## src/hdl/ifthr_pkg.sv

```systemverilog
// constants and carriers for the input fault threshold register bank
// assumes a single 200 MHz clock domain; nothing else is shared
package ifthr_pkg;
   // register offsets on the internal register port
   localparam logic [7:0] TERM_BATT_ADDR = 8'h65;
   localparam logic [7:0] GND_BIAS_ADDR = 8'h66;
   localparam logic [7:0] SCAN_CFG_ADDR = 8'h67;
   // reset values and the data returned by unmapped reads
   localparam logic [7:0] TERM_BATT_RST = 8'h37;
   localparam logic [7:0] GND_BIAS_RST = 8'h87;
   localparam logic [7:0] SCAN_CFG_RST = 8'hB8;
   localparam logic [7:0] UNMAPPED_READ = 8'h00;
   // field positions
   localparam int HI_NIB_LSB = 4;
   localparam int LO_NIB_LSB = 0;
   localparam int REPEAT_LSB = 6;
   localparam int FILTER_LSB = 2;
   localparam int BATT_FILTER_BIT = 1;
   localparam int DOUBLE_BIT = 0;
   // threshold scale
   localparam int MV_W = 11;
   localparam logic [MV_W-1:0] STEP_30_MV = 11'h01E;
   localparam logic [MV_W-1:0] STEP_60_MV = 11'h03C;
   // scan repeat timing
   localparam int CLK_MHZ = 200;
   localparam int CYCLES_PER_MS = CLK_MHZ * 1000;
   localparam int REPEAT_1_MS = 1;
   localparam int REPEAT_4_MS = 4;
   localparam int REPEAT_8_MS = 8;
   localparam int REPEAT_1_CYCLES = REPEAT_1_MS * CYCLES_PER_MS;
   localparam int REPEAT_4_CYCLES = REPEAT_4_MS * CYCLES_PER_MS;
   localparam int REPEAT_8_CYCLES = REPEAT_8_MS * CYCLES_PER_MS;
   localparam int TIMER_W = 21;
   // fault filter counts
   localparam int FILTER_W = 5;
   localparam logic [FILTER_W-1:0] FILTER_16 = 5'h10;
   localparam logic [FILTER_W-1:0] FILTER_8 = 5'h08;
   localparam logic [FILTER_W-1:0] FILTER_4 = 5'h04;
   localparam logic [FILTER_W-1:0] FILTER_NONE = 5'h00;

   typedef struct packed {
      logic [7:0] term_batt;
      logic [7:0] gnd_bias;
      logic [7:0] scan_cfg;
   } ifthr_regs_s;

   typedef struct packed {
      logic [MV_W-1:0] terminal;
      logic [MV_W-1:0] battery;
      logic [MV_W-1:0] ground;
      logic [MV_W-1:0] bias;
   } ifthr_thresh_s;
endpackage : ifthr_pkg

```

## src/hdl/ifthr_decode.sv

```systemverilog
// one threshold decoder: 4-bit code to millivolts, registered
// assumes code and double flag come from flops in the same domain
`timescale 1ns/1ps
module ifthr_decode #(
   parameter int MV_W = 11
) (
   input wire logic clk, // system clock
   input wire logic rst, // synchronous reset, active high
   input wire logic ce, // clock enable
   input wire logic [3:0] code, // threshold code
   input wire logic [MV_W-1:0] step_mv, // millivolts per code
   input wire logic double_scale, // scale result by two
   output logic [MV_W-1:0] mv_q // decoded threshold
);
   typedef struct packed {
      logic [MV_W-1:0] mv;
   } ifthr_dec_s;

   ifthr_dec_s st_q;
   ifthr_dec_s st_d;
   logic [MV_W-1:0] lin;

   always_comb begin
      st_d = st_q;
      // linear over all codes, endpoints included
      lin = MV_W'({{(MV_W-4){1'b0}}, code} * step_mv);
      st_d.mv = double_scale ? MV_W'({lin, 1'b0}) : lin;
   end

   always_ff @(posedge clk) begin
      if (rst) begin
         st_q <= '0;
      end else if (ce) begin
         st_q <= st_d;
      end
   end

   assign mv_q = st_q.mv;
endmodule : ifthr_decode

```

## src/hdl/ifthr_regs.sv

```systemverilog
// input fault threshold register bank with decoded configuration outputs
// assumes the control-port front end delivers one-cycle read/write strobes
`timescale 1ns/1ps
module ifthr_regs #(
   parameter int REPEAT_1_CYCLES = ifthr_pkg::REPEAT_1_CYCLES,
   parameter int REPEAT_4_CYCLES = ifthr_pkg::REPEAT_4_CYCLES,
   parameter int REPEAT_8_CYCLES = ifthr_pkg::REPEAT_8_CYCLES
) (
   input wire logic clk, // system clock, 200 MHz
   input wire logic rst, // synchronous reset, active high
   input wire logic ce, // clock enable, freezes all state when low
   input wire logic [7:0] reg_addr, // register address
   input wire logic reg_wr, // write strobe
   input wire logic [7:0] reg_wdata, // write data
   input wire logic reg_rd, // read strobe
   output logic [7:0] reg_rdata_q, // read data, valid with reg_rvalid_q
   output logic reg_rvalid_q, // read answer pulse
   output ifthr_pkg::ifthr_thresh_s thresh_q, // decoded thresholds in mV
   output logic [1:0] scan_repeat_interval_q, // interval code
   output logic scan_start_q, // one pulse per scan start
   output logic [ifthr_pkg::FILTER_W-1:0] fault_filter_count_q, // counts, 0 = off
   output logic fault_filter_off_q, // filtering disabled
   output logic [ifthr_pkg::FILTER_W-1:0] battery_fault_filter_count_q, // counts
   output logic threshold_double_scale_q // thresholds doubled
);
   // last timer value of each period; the timer counts from zero
   localparam logic [ifthr_pkg::TIMER_W-1:0] T1 = ifthr_pkg::TIMER_W'(REPEAT_1_CYCLES - 1);
   localparam logic [ifthr_pkg::TIMER_W-1:0] T4 = ifthr_pkg::TIMER_W'(REPEAT_4_CYCLES - 1);
   localparam logic [ifthr_pkg::TIMER_W-1:0] T8 = ifthr_pkg::TIMER_W'(REPEAT_8_CYCLES - 1);

   typedef struct packed {
      ifthr_pkg::ifthr_regs_s regs;
      logic [7:0] rdata;
      logic rvalid;
      logic [ifthr_pkg::TIMER_W-1:0] timer;
      logic scan_start;
      logic [ifthr_pkg::FILTER_W-1:0] filter;
      logic filter_off;
      logic [ifthr_pkg::FILTER_W-1:0] batt_filter;
   } ifthr_state_s;

   ifthr_state_s st_q;
   ifthr_state_s st_d;
   logic [1:0] interval_code;
   logic [1:0] filter_code;
   logic [ifthr_pkg::TIMER_W-1:0] interval_last;
   logic double_scale;
   logic scan_cfg_wr;

   // nibble codes and their decoded millivolts, one pair per threshold
   logic [3:0] term_code;
   logic [3:0] batt_code;
   logic [3:0] gnd_code;
   logic [3:0] bias_code;
   logic [ifthr_pkg::MV_W-1:0] term_mv;
   logic [ifthr_pkg::MV_W-1:0] batt_mv;
   logic [ifthr_pkg::MV_W-1:0] gnd_mv;
   logic [ifthr_pkg::MV_W-1:0] bias_mv;

   assign interval_code = st_q.regs.scan_cfg[ifthr_pkg::REPEAT_LSB +: 2];
   assign filter_code = st_q.regs.scan_cfg[ifthr_pkg::FILTER_LSB +: 2];
   assign double_scale = st_q.regs.scan_cfg[ifthr_pkg::DOUBLE_BIT];
   assign scan_cfg_wr = reg_wr && (reg_addr == ifthr_pkg::SCAN_CFG_ADDR);

   assign term_code = st_q.regs.term_batt[ifthr_pkg::HI_NIB_LSB +: 4];
   assign batt_code = st_q.regs.term_batt[ifthr_pkg::LO_NIB_LSB +: 4];
   assign gnd_code = st_q.regs.gnd_bias[ifthr_pkg::HI_NIB_LSB +: 4];
   assign bias_code = st_q.regs.gnd_bias[ifthr_pkg::LO_NIB_LSB +: 4];

   always_comb begin
      st_d = st_q;
      st_d.rvalid = 1'b0;
      // all three registers are fully read-write, reserved bits included
      if (reg_wr) begin
         unique case (reg_addr)
            ifthr_pkg::TERM_BATT_ADDR: st_d.regs.term_batt = reg_wdata;
            ifthr_pkg::GND_BIAS_ADDR: st_d.regs.gnd_bias = reg_wdata;
            ifthr_pkg::SCAN_CFG_ADDR: st_d.regs.scan_cfg = reg_wdata;
            default: ;
         endcase
      end

      if (reg_rd) begin
         st_d.rvalid = 1'b1;
         unique case (reg_addr)
            ifthr_pkg::TERM_BATT_ADDR: st_d.rdata = st_q.regs.term_batt;
            ifthr_pkg::GND_BIAS_ADDR: st_d.rdata = st_q.regs.gnd_bias;
            ifthr_pkg::SCAN_CFG_ADDR: st_d.rdata = st_q.regs.scan_cfg;
            default: st_d.rdata = ifthr_pkg::UNMAPPED_READ;
         endcase
      end

      // code 0 gives a start every cycle, no idle time
      unique case (interval_code)
         2'h0: interval_last = '0;
         2'h1: interval_last = T1;
         2'h2: interval_last = T4;
         2'h3: interval_last = T8;
      endcase

      // a write to the scan register restarts the period so a new interval applies cleanly
      if (scan_cfg_wr) begin
         st_d.timer = '0;
         st_d.scan_start = 1'b0;
      end else if (st_q.timer >= interval_last) begin
         st_d.timer = '0;
         st_d.scan_start = 1'b1;
      end else begin
         st_d.timer = st_q.timer + 1'b1;
         st_d.scan_start = 1'b0;
      end

      unique case (filter_code)
         2'h0: st_d.filter = ifthr_pkg::FILTER_16;
         2'h1: st_d.filter = ifthr_pkg::FILTER_8;
         2'h2: st_d.filter = ifthr_pkg::FILTER_4;
         2'h3: st_d.filter = ifthr_pkg::FILTER_NONE;
      endcase
      st_d.filter_off = (filter_code == 2'h3);
      // battery shorts use their own filter, 16 or 8 counts, never switched off
      if (st_q.regs.scan_cfg[ifthr_pkg::BATT_FILTER_BIT]) begin
         st_d.batt_filter = ifthr_pkg::FILTER_8;
      end else begin
         st_d.batt_filter = ifthr_pkg::FILTER_16;
      end
   end

   always_ff @(posedge clk) begin
      if (rst) begin
         st_q.rdata <= '0;
         st_q.rvalid <= 1'b0;
         st_q.timer <= '0;
         st_q.scan_start <= 1'b0;
         st_q.filter_off <= 1'b0;
         st_q.regs.term_batt <= ifthr_pkg::TERM_BATT_RST;
         st_q.regs.gnd_bias <= ifthr_pkg::GND_BIAS_RST;
         st_q.regs.scan_cfg <= ifthr_pkg::SCAN_CFG_RST;
         st_q.filter <= ifthr_pkg::FILTER_4;
         st_q.batt_filter <= ifthr_pkg::FILTER_16;
      end else if (ce) begin
         st_q <= st_d;
      end
   end

   // 30 mV fields share one step; the ground field alone uses 60 mV
   ifthr_decode #(
      .MV_W(ifthr_pkg::MV_W)
   ) u_term (
      .clk(clk),
      .rst(rst),
      .ce(ce),
      .code(term_code),
      .step_mv(ifthr_pkg::STEP_30_MV),
      .double_scale(double_scale),
      .mv_q(term_mv)
   );

   ifthr_decode #(
      .MV_W(ifthr_pkg::MV_W)
   ) u_batt (
      .clk(clk),
      .rst(rst),
      .ce(ce),
      .code(batt_code),
      .step_mv(ifthr_pkg::STEP_30_MV),
      .double_scale(double_scale),
      .mv_q(batt_mv)
   );

   ifthr_decode #(
      .MV_W(ifthr_pkg::MV_W)
   ) u_gnd (
      .clk(clk),
      .rst(rst),
      .ce(ce),
      .code(gnd_code),
      .step_mv(ifthr_pkg::STEP_60_MV),
      .double_scale(double_scale),
      .mv_q(gnd_mv)
   );

   ifthr_decode #(
      .MV_W(ifthr_pkg::MV_W)
   ) u_bias (
      .clk(clk),
      .rst(rst),
      .ce(ce),
      .code(bias_code),
      .step_mv(ifthr_pkg::STEP_30_MV),
      .double_scale(double_scale),
      .mv_q(bias_mv)
   );

   assign reg_rdata_q = st_q.rdata;
   assign reg_rvalid_q = st_q.rvalid;
   assign scan_repeat_interval_q = interval_code;
   assign scan_start_q = st_q.scan_start;
   assign fault_filter_count_q = st_q.filter;
   assign fault_filter_off_q = st_q.filter_off;
   assign battery_fault_filter_count_q = st_q.batt_filter;
   assign threshold_double_scale_q = double_scale;

   // one driver for the whole bundle; every field still comes from a decoder flop
   assign thresh_q = '{
      terminal: term_mv,
      battery: batt_mv,
      ground: gnd_mv,
      bias: bias_mv
   };
endmodule : ifthr_regs

```

## config.mk

```make
export PLATFORM = sky130hd
export DESIGN_NAME = ifthr_regs
export DESIGN_NICKNAME = d
export VERILOG_FILES = /design/src/hdl/ifthr_pkg.sv /design/src/hdl/ifthr_decode.sv /design/src/hdl/ifthr_regs.sv
export SDC_FILE = /design/constraint.sdc
export NUM_CORES = 1
export LEC_CHECK = 0
export ABC_AREA = 1
export BUFFER_PORTS_ARGS = -buffer_cell sky130_fd_sc_hd__buf_4
export CORE_MARGIN = 2
export CORE_UTILIZATION = 25
export DETAILED_ROUTE_END_ITERATION = 8
export PLACE_DENSITY = 0.39
export SLEW_MARGIN = 0
export SYNTH_ARGS = -nofsm -noshare
export SYNTH_HDL_FRONTEND = slang
export SYNTH_SLANG_ARGS = --single-unit
```

## constraint.sdc

```tcl
create_clock -name clk -period 8 [get_ports clk]
set_input_delay 0.8 -clock clk [delete_from_list [all_inputs] [get_ports clk]]
set_output_delay 0.8 -clock clk [all_outputs]
set_load 0.02 [all_outputs]
```

Word-level counts from Yosys, hierarchy flattened
Index checks and enable logic that the tools add are counted.
Word-level totals
  flip-flop bits (word level): 110
  latch bits: 0
  RAM bits: 0
  bits in read-only memories: 0
  input port bits: 21
  output and inout bits: 68
  memories: 0
Cells by class
  add/sub/neg operators: 1
  $mul: 4
  div/mod/pow operators: 0
  $lt $le $gt $ge: 1
  eq/ne operators: 9
  shifts and indexed selects: 0
  multiplexer cells: 11
  bitwise logic cells: 0
  reductions and logical operators: 7
Operators by type and width (number)
  $pmux 21 s4: 1
  $mux 11: 4
  $mux 22: 2
  $mul 4x4->8 const B: 4
  $eq 8x7->1 const B: 3
  $pmux 8 s3: 1
  $add 21x1->21 const B: 1
  $ge 21x21->1: 1
  $pmux 5 s4: 1
  $reduce_and 3->1: 3
  $eq 2x2->1 const B: 4
  $mux 5: 1
  $eq 2x1->1 const B: 2
  $logic_not 2->1: 2
  $reduce_and 2->1: 1
  $logic_and 1x1->1: 1
  $mux 1: 1

Logic depth before layout (Yosys ltp)
  word-level depth: 5
  depth in mapped cells: 16
  mapped depth without buffers: 15

Cells and area by module
Synthesis repeated with hierarchy kept, for this count alone.
Unflattened totals
  cell total of the unflattened synthesis: 1545
  area, all modules: 10441.3 um^2
Modules (own cells, without submodules)
  ifthr_regs: times used 1, cells each 561, area an instance 3953.8 um^2, sequential area each 1221.2 um^2
  ifthr_decode (u_term): times used 1, cells each 252, area an instance 1661.6 um^2, sequential area each 220.2 um^2
  ifthr_decode (u_bias): times used 1, cells each 248, area an instance 1619.1 um^2, sequential area each 220.2 um^2
  ifthr_decode (u_batt): times used 1, cells each 242, area an instance 1611.5 um^2, sequential area each 220.2 um^2
  ifthr_decode (u_gnd): times used 1, cells each 242, area an instance 1595.3 um^2, sequential area each 220.2 um^2

Worst setup path after synthesis
No wires, ideal clock.
  kind: flip-flop to flip-flop
  start point: register st_q (netlist bit gnd_code[1])
  end point: register u_gnd.st_q (netlist bit u_gnd.mv_q[9])
  arrival time: 2519 ps
  required time: 7925 ps
  path slack: 5406 ps
  stages on the path, launching flop included: 9
  clock period less this slack: 2594 ps
  cells stage by stage: dfxtp_1 > fa_1 > fa_1 > inv_1 > fa_1 > o21ai_0 > xnor2_1 > or2_2 > a31oi_1
On the way
  longest elaborated chain between the ends: 2
Ends and longest elaborated chain
  start: declaration: line ifthr_regs.sv:42  | ifthr_state_s st_q;
  start signal: assignment: line ifthr_regs.sv:141  | st_q <= st_d;
  $mul 4x4->8: line ifthr_decode.sv:26  | lin = MV_W'({{(MV_W-4){1'b0}}, code} * step_mv);
  $mux 11: line ifthr_decode.sv:27  | st_d.mv = double_scale ? MV_W'({lin, 1'b0}) : lin;
  end signal: assignment: line ifthr_decode.sv:34  | st_q <= st_d;
  end: declaration: line ifthr_decode.sv:19  | ifthr_dec_s st_q;
Every way passes these cells.
A chain may end at the register's enable or synchronous reset.

Worst setup path after layout
Ends and elaborated chain as after synthesis.

==> impl_metrics.tcl <==
set metrics [dict create \
    fin_ws_ns 5.09 \
    grt_use_total_pct 14.4 \
    antenna_found_initial 0 \
    nNetsFinal 1050 \
    regArea_sq_um 1940 \
    synth.area.mux_share_pct 0 \
    placed_cell_area_sq_um 7320 \
    wirelength_microns 19700 \
    yosysWarnings 0 \
    synthSimpleGateAreaFrac_pct 21.6 \
    start_util_pct 25.4 \
    area_delta_synth_final_pct 15.3 \
    max_freq_mhz 344 \
    crit_type "reg2reg" \
    drtPass1Iterations 4 \
    peakVddDrop_uv 91.0 \
    num_rows 59 \
    hp-class "reg2reg" \
    synth_area_per_cell_sq_um 7.40 \
    pre_cts_ws_ns 5.07 \
    netlist.area_leader.share_pct 29.3 \
    synth_cells 896 \
    grt.overflow.total 0 \
    synthAdderAreaFrac_pct 18.9 \
    clkTransAtPathRegs_ns 0.08 \
    cts_root_buf "clkbuf_16" \
    cts.sinks 97 \
    dp_hpwl_microns 14700 \
    io_pins 89 \
    drive_above_1_share_pct 12.5 \
    synth_area_leader_cell "dfxtp_1" \
    coreArea_sq_um 26100 \
    cts_made_buffers 9 \
    setup_viol 0 \
    skew_ns 0.0130 \
    grt_setup_unrepaired "no" \
    n_antenna_cell 0 \
    slew-limit-headroom_pct 39.2 \
    die_h_microns 167 \
    ctsHoldBuffers 0 \
    dr_total_vias 5645 \
    syn_area_sq_um 6630 \
    drc 0 \
    h-tree-depth 3 \
    grt_max_degree 72 \
    critPathMaxFanout 5 \
    ys_seq_area_share_pct 29.3 \
    synth_top_family_by_area "simple AND/OR/NAND/NOR gates" \
    p_per_area_nw_per_um2 140 \
    drtAntennaViolNets 0 \
    p_leak_nw 3.53 \
    synth.distinct_cells 39 \
    final_cell_area_sq_um 7640 \
    worst_pin_slew_ns 0.911 \
    postCtsSetupRepairBufs 0 \
    dpl.cell_count 1265 \
    grt_pass1_vias 5723 \
    cp.arrival_ns 3.19 \
    final.fill_count 2900 \
    multi_input_area_sq_um 3880 \
    clk_path_buf_depth 2 \
    clock_latency_ns 0.36 \
    synth_compound_area_share_pct 14.3 \
    status "finished clean" \
    final_hold_viol_count 0 \
    die_w_microns 167 \
    synth.area.top_cells "dfxtp_1, ha_1, nand2_1" \
    post-route-period-util_pct 36.4 \
    fin_setup_tns_ns 0 \
    period_needed_ns 2.91 \
    grt_pass1_wl_microns 31500 \
    io_buffers 75 \
    cp-end-kind "flip-flop" \
    viasPerCell 4.41 \
    cts_resized 0 \
    cts_tree "done" \
    slew_violations 0 \
    die_area_sq_um 27800 \
    max-cap-violations 0 \
    total_power_mw 1.07 \
    synthXorXnorAreaFrac_pct 3.04 \
    place_congestion 0.774 \
    ys_seq_elements 97 \
    cp_data_required_time_ns 8.28 \
    startpoint_type "flip-flop" \
    drt-wirelength-per-cell_microns 15.4 \
    drt_iter0_drc 255 \
    final_cell_count_no_fill 1280 \
]
layout make-up:
cell class / count / share of cell area (%)
inverter: 133 / 6.53
tap: 335 / 5.48
timing repair buffer: 78 / 7.66
multi-input combinational: 622 / 50.8
clock inverter: 6 / 1.21
sequential: 97 / 25.4
clock buffer: 9 / 2.95
cells in the mapped netlist (all sizes together):
cell and number:
nand2 210, inv 131, dfxtp 97, a21oi 90, ha 68, nand3 53
nor2 46, buf 44, o21ai 31, fa 20, o221ai 15, xnor2 15
clkbuf 12, or2 10, a31oi 9, a22oi 8, xor2 8, nand4 7
nor3 5, o211ai 4, a221oi 3, clkinv 2, nand3b 2, o21a 2
a21o 1, and2 1, conb 1, o31ai 1
where the power goes:
group          leakage, nW  internal, mW  total, mW  switching (mW)
Clock                0.153         0.275      0.486           0.211
Combinational         2.59        0.0274     0.0850          0.0575
Sequential           0.788         0.490      0.496         0.00546
flip-flops by register name, indices dropped and copies added (netlist names):
register,count
fault_filter_count_q,3
u_batt.mv_q,9
reg_rvalid_q,1
st_q,28
batt_code,4
u_term.mv_q,9
scan_repeat_interval_q,2
gnd_code,4
bias_code,4
filter_code,2
u_gnd.mv_q,9
scan_start_q,1
u_bias.mv_q,9
threshold_double_scale_q,1
battery_fault_filter_count_q,2
fault_filter_off_q,1
reg_rdata_q,8
cell usage in the layout (no fill, tap or decap), types with 2 or more instances in the layout:
master	instances
nor2_4	2
clkbuf_16	9
xnor2_1	15
o221ai_1	15
fa_1	20
inv_1	127
nand4_1	7
a21oi_2	2
nand2_1	208
inv_2	4
nor2_2	2
a221oi_1	3
nand3b_1	2
o21ai_0	31
a31oi_1	9
a22oi_1	8
a21oi_1	88
nor2_1	41
buf_4	78
bufinv_16	2
o21a_1	2
nand2_2	2
xor2_1	8
conb_1	13
dfxtp_1	97
ha_1	68
o211ai_1	4
nand3_1	52
or2_2	10
nor3_1	4
clkinv_1	2
metal layers:
| layer | share of wire, % | global-route usage, % |
|---|---|---|
| met5 | 0 | 0 |
| met3 | 2.3 | 2.23 |
| met4 | 1.5 | 3.79 |
| met2 | 48 | 24.3 |
| met1 | 48 | 19.0 |
path summary, 6_finish.rpt:
| check | startpoint | to | slack, ns | cells past startpoint |
|---|---|---|---|---|
| max | gnd_code[1] | u_gnd.mv_q[9] | 5.09 | 8 |
| min | battery_fault_filter_count_q[4] | battery_fault_filter_count_q[4] | 0.46 | 2 |
| max reg2reg | gnd_code[1] | u_gnd.mv_q[9] | 5.09 | 8 |
| min reg2reg | battery_fault_filter_count_q[4] | battery_fault_filter_count_q[4] | 0.46 | 2 |
cells by family (layout without fill, tap and decap cells):
family	after synthesis	after routing
AOI/OAI and AO/OA	164	164
and+or+nand+nor	334	334
xor gates and xnor gates	23	23
other	1	13
DFF	97	97
buffers and inverters	189	226
adders and majority gates	88	88
per-stage QoR:
| stage | util, % | hold slack, ns |
|---|---|---|
| after floorplan | - | 0.427 |
| after global placement | 28.1 | 0.452 |
| after detailed placement | 28.1 | 0.454 |
| after CTS | 29.3 | 0.467 |
| after global routing | 29.3 | 0.478 |
| final | 29.3 | 0.463 |
critical path, stage by stage, from the launching register on:
cell	delay, ns
dfxtp_1	0.48
fa_1	0.52
fa_1	0.54
inv_1	0.06
fa_1	0.40
o21ai_0	0.24
xnor2_1	0.13
or2_2	0.28
a31oi_1	0.17
No activity file was read; power rests on OpenSTA's default activity.
